[config.mk]
export PLATFORM = sky130hd
export DESIGN_NAME = rkd_top
export DESIGN_NICKNAME = d
export VERILOG_FILES = /design/src/pkg/rkd_pkg.sv /design/src/design/rkd_input_qual.sv /design/src/design/rkd_top.sv
export SDC_FILE = /design/constraint.sdc
export NUM_CORES = 1
export LEC_CHECK = 0
export ABC_CLOCK_PERIOD_IN_PS = 12300
export BUFFER_PORTS_ARGS = -buffer_cell sky130_fd_sc_hd__buf_4
export CAP_MARGIN = 20
export CORE_AREA = 8 8 185 187
export CTS_CLUSTER_SIZE = 10
export DETAILED_ROUTE_END_ITERATION = 7
export DIE_AREA = 0 0 193 195
export GPL_ROUTABILITY_DRIVEN = 1
export MAX_ROUTING_LAYER = met4
export PLACE_DENSITY = 0.73
export SLEW_MARGIN = 10
export SYNTH_ARGS = -nofsm -noshare
export SYNTH_HDL_FRONTEND = slang
export SYNTH_SLANG_ARGS = --single-unit
[constraint.sdc]
create_clock -name sys_clk -period 12.3 [get_ports sys_clk]
set_input_delay 0.615 -clock sys_clk [delete_from_list [all_inputs] [get_ports sys_clk]]
set_output_delay 0.615 -clock sys_clk [all_outputs]
set_load 0.05 [all_outputs]
[src/pkg/rkd_pkg.sv]
/*
 * shared constants and types for the remote key input decoder.
 * assumes a 25 MHz system clock and a 32-bit apb register bus.
 */
package rkd_pkg;

    // ************************************************
    // timing
    // ************************************************
    localparam int unsigned CLK_HZ    = 25_000_000;
    localparam int unsigned T_MIN_MS  = 20;    // least qualified high time
    localparam int unsigned T_ESC_MS  = 1000;  // escape pulse is shorter
    localparam int unsigned T_LONG_MS = 2000;  // confirm hold is longer
    localparam int unsigned T_REP_MS  = 250;   // local key auto-repeat period
    localparam int unsigned MIN_CYC   = (CLK_HZ / 1000) * T_MIN_MS;
    localparam int unsigned ESC_CYC   = (CLK_HZ / 1000) * T_ESC_MS;
    localparam int unsigned LONG_CYC  = (CLK_HZ / 1000) * T_LONG_MS;
    localparam int unsigned REP_CYC   = (CLK_HZ / 1000) * T_REP_MS;
    localparam int          CW        = 26;    // duration counter width

    // ************************************************
    // key inputs and parameters
    // ************************************************
    localparam int NIN   = 7;                  // qualified input count
    localparam int I_DEC = 0;                  // remote decrement
    localparam int I_ENT = 1;                  // remote enter/escape
    localparam int I_INC = 2;                  // remote increment
    localparam int L_DEC = 3;                  // local decrement key
    localparam int L_ENT = 4;                  // local enter key
    localparam int L_INC = 5;                  // local increment key
    localparam int I_RMT = 6;                  // remote select
    localparam int K_DEC = 0;
    localparam int K_ENT = 1;
    localparam int K_INC = 2;
    localparam int PW    = 4;
    localparam int POSW  = 16;
    localparam logic [PW-1:0] PAR_MIN  = 4'h0;
    localparam logic [PW-1:0] PAR_MAX  = 4'hf;
    localparam logic [PW-1:0] AMP_RST  = 4'h2;
    localparam logic [PW-1:0] CUSH_RST = 4'h4;
    localparam logic [PW-1:0] SYS_RST  = 4'h1;

    // ************************************************
    // register map
    // ************************************************
    localparam int          AW         = 8;
    localparam logic [7:0]  ADDR_CTRL  = 8'h00;
    localparam logic [7:0]  ADDR_STAT  = 8'h04;
    localparam logic [7:0]  ADDR_PAR   = 8'h08;
    localparam logic [7:0]  ADDR_MID   = 8'h0c;
    localparam int          CTRL_MOD   = 0;    // start modify mode
    localparam int          ST_LSB     = 0;    // state field
    localparam int          ST_RMT     = 4;
    localparam int          ST_RDY     = 5;
    localparam int          ST_ENT     = 6;
    localparam int          PAR_A_LSB  = 0;
    localparam int          PAR_C_LSB  = 8;
    localparam int          PAR_S_LSB  = 16;

    typedef enum logic [2:0] {
        ST_OPERATE = 3'b000,
        ST_PAR_AMP = 3'b001,
        ST_PAR_CUS = 3'b010,
        ST_PAR_SYS = 3'b011,
        ST_ARMED   = 3'b100,
        ST_TEACH   = 3'b101,
        ST_MID     = 3'b110
    } rkd_state_e;

    typedef struct packed {
        logic          psel;
        logic          penable;
        logic          pwrite;
        logic [AW-1:0] paddr;
        logic [31:0]   pwdata;
    } rkd_apb_req_s;

    typedef struct packed {
        logic [31:0] prdata;
        logic        pready;
        logic        pslverr;
    } rkd_apb_rsp_s;

    typedef struct packed {
        logic [PW-1:0] amp;
        logic [PW-1:0] cush;
        logic [PW-1:0] sys;
    } rkd_par_s;

    typedef struct packed {
        rkd_state_e      st;
        logic [2:0]      kprev;
        logic            allprev;
        logic            ent_arm;
        logic [CW-1:0]   ent_cnt;
        logic [CW-1:0]   rep_cnt;
        rkd_par_s        par;
        logic [POSW-1:0] mid;
        logic            ready;
        logic            tstart;
        logic            tabort;
        logic            erase;
        logic            jdn;
        logic            jup;
        logic            mstore;
        rkd_apb_rsp_s    rsp;
    } rkd_top_st_s;

endpackage : rkd_pkg

[src/design/rkd_input_qual.sv]
/*
 * synchronises input pins and qualifies each high level by a least time.
 * assumes pins are asynchronous to clk; reset is already synchronised.
 */
`timescale 1ns/1ps
module rkd_input_qual
    import rkd_pkg::*;
#(
    parameter int          N       = NIN,
    parameter int unsigned MIN_CYC = rkd_pkg::MIN_CYC
) (
    input  wire logic         clk,
    input  wire logic         rst_n,
    input  wire logic [N-1:0] pin,
    output logic      [N-1:0] level,
    output logic      [N-1:0] held
);
    localparam logic [CW-1:0] MIN_C = CW'(MIN_CYC - 1);

    typedef struct packed {
        logic [N-1:0]         s1;
        logic [N-1:0]         s2;
        logic [N-1:0]         held;
        logic [N-1:0][CW-1:0] cnt;
    } rkd_qual_st_s;

    rkd_qual_st_s s_reg, s_next;

    // ************************************************
    // two-flop sync, then count the high time
    // ************************************************
    always_comb begin
        s_next    = s_reg;
        s_next.s1 = pin;
        s_next.s2 = s_reg.s1;
        for (int i = 0; i < N; i++) begin
            if (!s_reg.s2[i]) begin
                s_next.cnt[i]  = '0;  // short pulses never qualify
                s_next.held[i] = 1'b0;
            end else if (s_reg.cnt[i] == MIN_C) begin
                s_next.held[i] = 1'b1;
            end else begin
                s_next.cnt[i] = s_reg.cnt[i] + 1'b1;
            end
        end
    end

    always_ff @(posedge clk or negedge rst_n) begin
        if (!rst_n) begin
            s_reg <= '0;
        end else begin
            s_reg <= s_next;
        end
    end

    assign level = s_reg.s2;
    assign held  = s_reg.held;
endmodule : rkd_input_qual

[src/design/rkd_top.sv]
/*
 * remote key input decoder: turns remote or local key inputs into the
 * parameter, teach and jog commands of a positioning controller.
 * assumes teach_done, at_first_end and position_in come from logic on
 * sys_clk; key pins and remote select are asynchronous.
 */
// Overview of operation
// RULE1: remote select high: local keys ignored
// RULE2: remote dec, enter, inc from inputs five-seven
// RULE3: position mode: held decrement jogs toward zero
// RULE4: parameter mode: each decrement pulse lowers one step
// RULE5: position mode: held increment jogs away from zero
// RULE6: parameter mode: each increment pulse raises one step
// RULE7: enter held over two seconds confirms
// RULE8: enter pulse under one second escapes
// RULE9: no acknowledge returned to external controller
// RULE10: remote inputs never auto-repeat parameter steps
// RULE11: amplification, then cushioning, then system parameter
// RULE12: confirming system parameter arms teach procedure
// RULE13: mid teach: drive moves only while held
// RULE14: mid teach: long enter stores position
// RULE15: teach complete at first end: ready high
// RULE16: parameter change erases end positions, clears ready
// RULE17: inputs synchronised, pulses under 20 ms ignored; remote select is used as the synchronised level, not filtered
`timescale 1ns/1ps
module rkd_top
    import rkd_pkg::*;
#(
    parameter int unsigned MIN_CYCLES  = rkd_pkg::MIN_CYC,
    parameter int unsigned ESC_CYCLES  = rkd_pkg::ESC_CYC,
    parameter int unsigned LONG_CYCLES = rkd_pkg::LONG_CYC,
    parameter int unsigned REP_CYCLES  = rkd_pkg::REP_CYC
) (
    input  wire logic            sys_clk,
    input  wire logic            nrst,
    input  wire rkd_apb_req_s    apb_req,
    output rkd_apb_rsp_s         apb_rsp,
    input  wire logic            remote_select_input,
    input  wire logic            decrement_input,
    input  wire logic            enter_escape_input,
    input  wire logic            increment_input,
    input  wire logic            local_dec_key,
    input  wire logic            local_enter_key,
    input  wire logic            local_inc_key,
    input  wire logic [POSW-1:0] position_in,
    input  wire logic            teach_done,
    input  wire logic            at_first_end,
    output logic                 ready_output,
    output logic                 teach_start,
    output logic                 teach_abort,
    output logic                 erase_teach,
    output logic                 drive_jog_down,
    output logic                 drive_jog_up,
    output logic                 mid_store,
    output logic      [POSW-1:0] mid_position,
    output rkd_par_s             par_out,
    output rkd_state_e           disp_state
);
    localparam logic [CW-1:0] LONG_C = CW'(LONG_CYCLES);
    localparam logic [CW-1:0] ESC_C  = CW'(ESC_CYCLES);
    localparam logic [CW-1:0] REP_C  = CW'(REP_CYCLES - 1);

    // ************************************************
    // reset release
    // ************************************************
    logic rst_meta;
    logic rst_n;

    // async assert, two-flop release
    always_ff @(posedge sys_clk or negedge nrst) begin
        if (!nrst) begin
            rst_meta <= 1'b0;
            rst_n    <= 1'b0;
        end else begin
            rst_meta <= 1'b1;
            rst_n    <= rst_meta;
        end
    end

    // ************************************************
    // input qualification
    // ************************************************
    logic [NIN-1:0] pins;
    logic [NIN-1:0] lvl;
    logic [NIN-1:0] hld;

    assign pins = {remote_select_input, local_inc_key, local_enter_key,
                   local_dec_key, increment_input, enter_escape_input,
                   decrement_input};

    rkd_input_qual #(
        .N       (NIN),
        .MIN_CYC (MIN_CYCLES)
    ) u_qual (
        .clk   (sys_clk),
        .rst_n (rst_n),
        .pin   (pins),
        .level (lvl),
        .held  (hld)
    );

    // ************************************************
    // helpers
    // ************************************************
    // one step up or down, saturating
    function automatic logic [PW-1:0] step(input logic [PW-1:0] v,
                                           input logic up,
                                           input logic dn);
        logic [PW-1:0] r;
        r = v;
        if (up && !dn && v != PAR_MAX) begin
            r = v + 1'b1;
        end else if (dn && !up && v != PAR_MIN) begin
            r = v - 1'b1;
        end
        return r;
    endfunction : step

    function automatic logic mapped(input logic [AW-1:0] a);
        return a == ADDR_CTRL || a == ADDR_STAT || a == ADDR_PAR ||
               a == ADDR_MID;
    endfunction : mapped

    rkd_top_st_s s_reg, s_next;
    logic        remote;
    logic [2:0]  k;
    logic [2:0]  rise;
    logic        long_ev;
    logic        esc_ev;
    logic        rep_ev;
    logic        up_ev;
    logic        dn_ev;
    logic        all3;
    logic        wr_ok;
    logic        wr_ctrl;
    logic        wr_par;
    logic        enter_mod;
    rkd_par_s    par_tmp;
    logic [31:0] rdata;

    // ************************************************
    // decoder, sequence and register logic
    // ************************************************
    always_comb begin
        s_next        = s_reg;
        s_next.tstart = 1'b0;
        s_next.tabort = 1'b0;
        s_next.erase  = 1'b0;
        s_next.mstore = 1'b0;
        rep_ev        = 1'b0;
        rdata         = '0;
        par_tmp       = s_reg.par;

        // key source select
        remote = lvl[I_RMT];
        if (remote) begin
            k = {hld[I_INC], hld[I_ENT], hld[I_DEC]};  // RULE1 RULE2
        end else begin
            k = {hld[L_INC], hld[L_ENT], hld[L_DEC]};
        end
        rise         = k & ~s_reg.kprev;
        s_next.kprev = k;

        // enter hold time: long confirm or short escape
        if (!k[K_ENT]) begin
            s_next.ent_cnt = '0;
            s_next.ent_arm = 1'b1;
        end else if (s_reg.ent_cnt != LONG_C) begin
            s_next.ent_cnt = s_reg.ent_cnt + 1'b1;
        end
        long_ev = k[K_ENT] && s_reg.ent_arm &&
                  (s_reg.ent_cnt == LONG_C - 1'b1);  // RULE7
        esc_ev  = !k[K_ENT] && s_reg.kprev[K_ENT] && s_reg.ent_arm &&
                  (s_reg.ent_cnt < ESC_C);  // RULE8
        if (long_ev) begin
            s_next.ent_arm = 1'b0;  // one confirm per press
        end

        // auto-repeat, local keys only
        if (remote || !(k[K_INC] ^ k[K_DEC])) begin
            s_next.rep_cnt = '0;  // RULE10
        end else if (s_reg.rep_cnt == REP_C) begin
            s_next.rep_cnt = '0;
            rep_ev         = 1'b1;
        end else begin
            s_next.rep_cnt = s_reg.rep_cnt + 1'b1;
        end
        up_ev = rise[K_INC] || (rep_ev && k[K_INC]);  // RULE6
        dn_ev = rise[K_DEC] || (rep_ev && k[K_DEC]);  // RULE4

        // all three keys together open modify mode
        all3           = &k;
        s_next.allprev = all3;

        // apb slave, one wait state
        wr_ok   = apb_req.psel && apb_req.penable && s_reg.rsp.pready &&
                  apb_req.pwrite && mapped(apb_req.paddr);
        wr_ctrl = wr_ok && apb_req.paddr == ADDR_CTRL;
        wr_par  = wr_ok && apb_req.paddr == ADDR_PAR;
        s_next.rsp.pready = apb_req.psel && apb_req.penable &&
                            !s_reg.rsp.pready;
        unique case (apb_req.paddr)
            ADDR_STAT: begin
                rdata[ST_LSB +: 3] = s_reg.st;
                rdata[ST_RMT]      = remote;
                rdata[ST_RDY]      = s_reg.ready;
                rdata[ST_ENT]      = k[K_ENT];
            end
            ADDR_PAR: begin
                rdata[PAR_A_LSB +: PW] = s_reg.par.amp;
                rdata[PAR_C_LSB +: PW] = s_reg.par.cush;
                rdata[PAR_S_LSB +: PW] = s_reg.par.sys;
            end
            ADDR_MID: rdata[POSW-1:0] = s_reg.mid;
            default:  rdata = '0;
        endcase
        if (s_next.rsp.pready) begin
            s_next.rsp.prdata  = apb_req.pwrite ? '0 : rdata;
            s_next.rsp.pslverr = !mapped(apb_req.paddr);
        end else begin
            s_next.rsp.prdata  = '0;
            s_next.rsp.pslverr = 1'b0;
        end
        enter_mod = (all3 && !s_reg.allprev) ||
                    (wr_ctrl && apb_req.pwdata[CTRL_MOD]);

        // sequence: parameters, teach arm, teach, mid teach
        unique case (s_reg.st)
            ST_OPERATE, ST_MID: begin
                if (enter_mod) begin
                    s_next.st      = ST_PAR_AMP;
                    s_next.ent_arm = 1'b0;
                end else if (s_reg.st == ST_MID && long_ev) begin
                    s_next.mstore = 1'b1;  // RULE14
                    s_next.mid    = position_in;
                end
            end
            ST_PAR_AMP: begin
                par_tmp.amp = step(s_reg.par.amp, up_ev, dn_ev);  // RULE4 RULE6
                if (long_ev) begin
                    s_next.st = ST_PAR_CUS;  // RULE11
                end else if (esc_ev) begin
                    s_next.st = ST_OPERATE;
                end
            end
            ST_PAR_CUS: begin
                par_tmp.cush = step(s_reg.par.cush, up_ev, dn_ev);
                if (long_ev) begin
                    s_next.st = ST_PAR_SYS;  // RULE11
                end else if (esc_ev) begin
                    s_next.st = ST_OPERATE;
                end
            end
            ST_PAR_SYS: begin
                par_tmp.sys = step(s_reg.par.sys, up_ev, dn_ev);
                if (long_ev) begin
                    s_next.st = ST_ARMED;  // RULE12
                end else if (esc_ev) begin
                    s_next.st = ST_OPERATE;
                end
            end
            ST_ARMED: begin
                if (long_ev) begin
                    s_next.st     = ST_TEACH;  // RULE7
                    s_next.tstart = 1'b1;
                end else if (esc_ev) begin
                    s_next.st = ST_OPERATE;  // RULE8
                end
            end
            ST_TEACH: begin
                if (esc_ev) begin
                    s_next.st     = ST_OPERATE;  // RULE8
                    s_next.tabort = 1'b1;
                end else if (teach_done && at_first_end) begin
                    s_next.st    = ST_MID;
                    s_next.ready = 1'b1;  // RULE15
                end
            end
            default: s_next.st = ST_OPERATE;
        endcase

        // software may load parameters directly
        if (wr_par) begin
            par_tmp.amp  = apb_req.pwdata[PAR_A_LSB +: PW];
            par_tmp.cush = apb_req.pwdata[PAR_C_LSB +: PW];
            par_tmp.sys  = apb_req.pwdata[PAR_S_LSB +: PW];
        end
        s_next.par = par_tmp;
        if (par_tmp != s_reg.par) begin
            s_next.erase = 1'b1;  // RULE16
            s_next.ready = 1'b0;
        end

        // jog only in position mode while one key is held
        s_next.jdn = (s_reg.st == ST_MID) && k[K_DEC] && !k[K_INC];  // RULE3 RULE13
        s_next.jup = (s_reg.st == ST_MID) && k[K_INC] && !k[K_DEC];  // RULE5 RULE13
    end

    always_ff @(posedge sys_clk or negedge rst_n) begin
        if (!rst_n) begin
            s_reg          <= '0;
            s_reg.st       <= ST_OPERATE;
            s_reg.par.amp  <= AMP_RST;
            s_reg.par.cush <= CUSH_RST;
            s_reg.par.sys  <= SYS_RST;
        end else begin
            s_reg <= s_next;
        end
    end

    // ************************************************
    // outputs, display only, no acknowledge lines
    // ************************************************
    assign apb_rsp        = s_reg.rsp;
    assign ready_output   = s_reg.ready;
    assign teach_start    = s_reg.tstart;
    assign teach_abort    = s_reg.tabort;
    assign erase_teach    = s_reg.erase;
    assign drive_jog_down = s_reg.jdn;
    assign drive_jog_up   = s_reg.jup;
    assign mid_store      = s_reg.mstore;
    assign mid_position   = s_reg.mid;
    assign par_out        = s_reg.par;  // RULE9
    assign disp_state     = s_reg.st;
endmodule : rkd_top

# Word level (Yosys, flattened, before mapping)
# Cells that the tools add are included.
[totals] elab_cells=227 output_inout_bits=72 ff_bits=307
[classes] eq_ne=38 n_bitwise=4 n_mux=76 order_cmp=1 n_addsub=14 reduce_logical=58
[ops] operator="$mux W26" n=16
[ops] operator="$add A26 B1 Y26 const B" n=8
[ops] operator="$eq A26 B19 Y1 const B" n=6
[ops] operator="$mux W4" n=11
[ops] operator="$mux W20" n=2
[ops] operator="$mux W1" n=32
[ops] operator="$logic_and A1 B1 Y1" n=30
[ops] operator="$mux W3" n=9
[ops] operator="$eq A26 B23 Y1 const B" n=1
[ops] operator="$eq A26 B26 Y1 const B" n=1
[ops] operator="$lt A26 B25 Y1 const B" n=1
[ops] operator="$ne A2 B2 Y1 const B" n=13
[ops] operator="$ne A26 B26 Y1 const B" n=1
[ops] operator="$pmux W3 S6" n=1
[ops] operator="$eq A8 B4 Y1 const B" n=2
[ops] operator="$add A4 B1 Y4 const B" n=3
[ops] operator="$mux W12" n=1
[ops] operator="$ne A12 B12 Y1" n=1
[ops] operator="$ne A4 B4 Y1 const B" n=3
[ops] operator="$reduce_bool A4 Y1" n=3
[ops] operator="$sub A4 B1 Y4 const B" n=3
[ops] operator="$eq A3 B3 Y1 const B" n=3
[ops] operator="$logic_not A1 Y1" n=9
[ops] operator="$pmux W3 S3" n=1
[ops] operator="other kinds (19)" n=30

# Logic depth before layout (Yosys ltp)
[depth] depth_word=17 depth_mapped=10

# Cells and area by module
# From an unflattened synthesis, not the netlist that was laid out.
[hier_totals] cells_unflattened=1774 hier_area_um2=17135.2
[modules_own_cells] mod="rkd_input_qual" area_per_inst_um2=10299.9 cells_per_inst=1004 n_inst=1
[modules_own_cells] mod="rkd_top" area_per_inst_um2=6835.3 cells_per_inst=770 n_inst=1

# Least setup slack after synthesis
# Ideal clock, no wire load.
[synth_timing] path_type="input to register" startpoint="input apb_req[37] (netlist name)" endpoint="register s_reg (netlist bit erase_teach)" setup_time_ps=124 t_arrival_ps=2490 cell_stages=8 path_slack_ps=9686 required_ps=12176 path_buffers=1 path_cell_list="nor4_4 > and4_1 > buf_6 > a211o_1 > a211oi_1 > a311o_1 > or4_4 > or2_1"
[synth_rtl] element="from (decl)" line_no="rkd_top.sv:36" source="input wire rkd_apb_req_s apb_req,"
[synth_rtl] element="to (signal assigned)" line_no="rkd_top.sv:307" source="s_reg <= s_next;"
[synth_rtl] element="to (decl)" line_no="rkd_top.sv:124" source="rkd_top_st_s s_reg, s_next;"

# Worst setup path after layout
[layout_timing] startpoint="register u_qual.s_reg (netlist bit u_qual.level[6])" endpoint="register s_reg (netlist bit mid_position[7])"
[layout_between] elab_chain_cells=6 elab_cells_between_ends=9 cone_classes="mux (1); bitwise (1); reduce/logical (7)"
[layout_lines] element="from (decl)" line_no="rkd_input_qual.sv:27" source="rkd_qual_st_s s_reg, s_next;"
[layout_lines] element="from (signal assigned)" line_no="rkd_input_qual.sv:52" source="s_reg <= s_next;"
[layout_lines] element="$mux W3 (*)" line_no="rkd_top.sv:156" source="if (remote) begin"
[layout_lines] element="$reduce_and A3 Y1" line_no="rkd_top.sv:192" source="all3 = &k;"
[layout_lines] element="$logic_and A1 B1 Y1" line_no="rkd_top.sv:224" source="enter_mod = (all3 && !s_reg.allprev) ||"
[layout_lines] element="$logic_or A1 B1 Y1" line_no="rkd_top.sv:224"
[layout_lines] element="$not A1 Y1 (no line)"
[layout_lines] element="$reduce_and A3 Y1 (no line) (*)"
# Mark *: on every way between the ends. The rest lies on a longest branch, timed or not.
# A chain may end at the register's enable or synchronous reset.

==> summary.txt <==
Layout overhead on the synthesized area -> 11.4%
All-Layer GR Usage -> 17.4%
Ys flop type -> dfrtp_1
CTS Sinks -> 295
ANT nets after route -> 0
Slew Viols, Final -> 0
Pleak -> 7.57 nW
Worst-path maximum fanout -> 31
Clock Latency Late Sink -> 0.52 ns
Final Hold Viols -> 0
# IOs -> 142
DRC viols -> 0
Crit-path cells -> mux2i_2, buf_4, nor4_4, nand3_1, nor3_4, mux2_2
Post-Synth Adder-Cell Area -> 1.22%
Max VDD drop -> 0.0000841 V
Synthesized area -> 0.0154 mm^2
Post-DP HPWL -> 21500 um
Critical Path Source Type -> flop
EDFF count, synth -> 0
Worst Skew -> 0.0192 ns
Commonest non-fill, non-tap cells in the layout -> dfrtp_1, and2_1, xnor2_1
Router iterations before antenna repair -> 7
CP max stage cell -> nor3_4
Worst-Margin Slew -> 1.07 ns
Syn_area_per_cell -> 9.92 um^2
CTS clk-pin slew, worst paths -> 0.05 ns
Setup TNS after final layout -> 0 ns
Mux cell area share after synthesis -> 2.59%
CTS tree -> yes
Synth cell types -> 67
Slew HR -> 28.0%
Die W -> 193 um
Post-DR vias/cell -> 5.48
Pwr Density -> 117 mW/mm^2
Via count -> 11089
Antenna violations before repair -> 0
Vias in the first global route -> 10961
Most common cell after layout, fill and taps aside -> dfrtp_1
Synth warn -> 0
Core ar. -> 0.0312 mm^2
RePlAce Congestion -> 0.873
Area leader, netlist -> dfrtp_1
Critical Path Max Stage Delay -> 0.78 ns
Global-route wire length before repair -> 53900 um
Peak Freq -> 0.325 GHz
Simple-gate area share of the yosys netlist -> 25.6%
Crit share post-route -> 25.0%
Asr flop ratio synth -> 100%
Initial Utilization -> 49.3%
Max FFs per register -> 156
Combinational family with the most area after synthesis -> simple AND/OR/NAND/NOR gates
Layout Nets -> 1687
# fillers -> 2747
Tmin final -> 3.08 ns
Status -> finished, final reports clean
Critical Path AT -> 3.47 ns
CTS HTree Levels -> 2
Most area-consuming cells after synthesis -> dfrtp_1, xnor2_1, and2_1
WP data required -> 12.69 ns
Global route overflow -> 0
Placed cell areas -> 0.0161 mm^2
Routed length per instance -> 15.7 um
Largest net degree at the start of global routing -> 190
Total length of routed wires -> 31700 um
Crit end category -> flop
Complex-gate fraction of the synthesized area -> 6.16%
Synth Instances -> 1551
Proportion of layout cells with a drive suffix above 1 -> 11.9%
Hold Crit Class -> in2reg
CTS buffer count -> 36
Crit Path Class -> reg2reg
Final instance area -> 0.0171 mm^2
Post-synth top area share -> 47.5%
Unrepaired setup endpoints after global routing -> false
Seq/Total Area, Yosys -> 48.0%
Tot Pwr -> 0.00201 W
Setup Viol. Count Final -> 0
CTS max path bufs -> 3
Clock root cell -> clkbuf_16
Post-CTS Setup Inserts -> 0
Post-Synth XOR/XNOR Area -> 10.9%
Seq cells post-synth -> 295
DIE AREA -> 0.0376 mm^2
N_diodes -> 0
Die H -> 195 um
PortBufs -> 109
Iter 0 DRT Violations -> 859
Total of max-cap violations -> 0
Rows -> 65
[final timing paths]
path	from	to	slack, ns	cells after the start
worst max-delay path	u_qual.level[6]	mid_position[7]	9.22	6
worst min-delay path	increment_input	u_qual.s_next[191]	0.21	1
worst max register to register	u_qual.level[6]	mid_position[7]	9.22	6
worst min register to register	rst_n	u_qual.s_reg[122]	0.30	0
max in group asynchronous	rst_n	s_reg[119]	9.89	2
min in group asynchronous	rst_n	u_qual.s_reg[122]	0.30	0
[cells in the mapped netlist (5+ instances only)]
master,number
dfrtp_1,292
and2_1,138
xnor2_1,126
nor2_1,107
nand2_1,105
nand3_1,96
buf_4,66
xor2_1,66
o21ai_0,56
nor3_1,46
nand4_1,43
and3_1,40
clkbuf_1,38
inv_1,35
or3_1,26
a21oi_1,21
nor2b_1,20
nor4_1,20
mux2_2,18
a21boi_0,17
and4_1,16
ha_1,15
mux2i_1,15
nor3b_1,10
nor4b_1,10
o21a_1,10
or4_1,7
nand3b_1,5
nor4bb_1,5
o22ai_1,5
[power breakdown]
group          internal [W]  leakage [nW]  total (W)  switching [W]
clock              0.000561         0.500   0.000947       0.000385
combinational     0.0000241          3.07  0.0000650      0.0000409
sequential         0.000979          4.01   0.000995      0.0000154
total               0.00156          7.57    0.00201       0.000442
[area by class of cell]
| cell class | count | area (um^2) | area share (%) |
|---|---|---|---|
| Sequential cell | 295 | 7390 | 43.1 |
| Multi-Input combinational cell | 1117 | 7210 | 42.1 |
| Clock buffer | 53 | 1010 | 5.87 |
| Timing Repair Buffer | 115 | 876 | 5.11 |
| Tap cell | 402 | 503 | 2.93 |
| Inverter | 37 | 139 | 0.810 |
| Clock inverter | 3 | 22.5 | 0.131 |
[layer usage]
layer	GRT usage [%]	share of wire, %	up-vias
met5	-	0	-
met4	5.24	2.4	0
met3	3.47	6.7	63
met2	26.6	45	292
met1	23.2	46	5369
li1	-	-	5365
[logic make-up after synthesis]
family	Yosys count
AOI/OAI and AO/OA	149
xor gates and xnor gates	192
adders and majority gates	15
buffers and inverters	150
DFF	295
muxes	35
other	2
and+or+nand+nor	713
[per-stage QoR]
stage | cells | worst slack, ns | hold WS, ns | utilization (%)
final | 2022 | 9.22 | 0.213 | 54.9
after global routing | 2022 | 9.00 | 0.194 | 54.9
after CTS | 2021 | 9.19 | 0.192 | 54.9
after detailed placement | 1964 | 8.73 | 0.335 | 51.6
after global placement | 1964 | 8.78 | 0.333 | 51.6
after floorplan | 1562 | 3.48 | 0.319 | -
[critical path: cells and delay by family, from the launching register on]
| family | cells | cell delay, ns |
|---|---|---|
| buffers and inverters | 1 | 0.26 |
| flip-flops | 1 | 0.57 |
| multiplexers | 2 | 0.66 |
| AND/OR/NAND/NOR | 3 | 1.45 |
[what timing repair did]
item / CTS / global route
resized for setup: 0 / 0
hold buffers: 1 / 0
hold endpoints to repair: 2 / 0
Note: power is estimated with default switching activity, not from simulation.
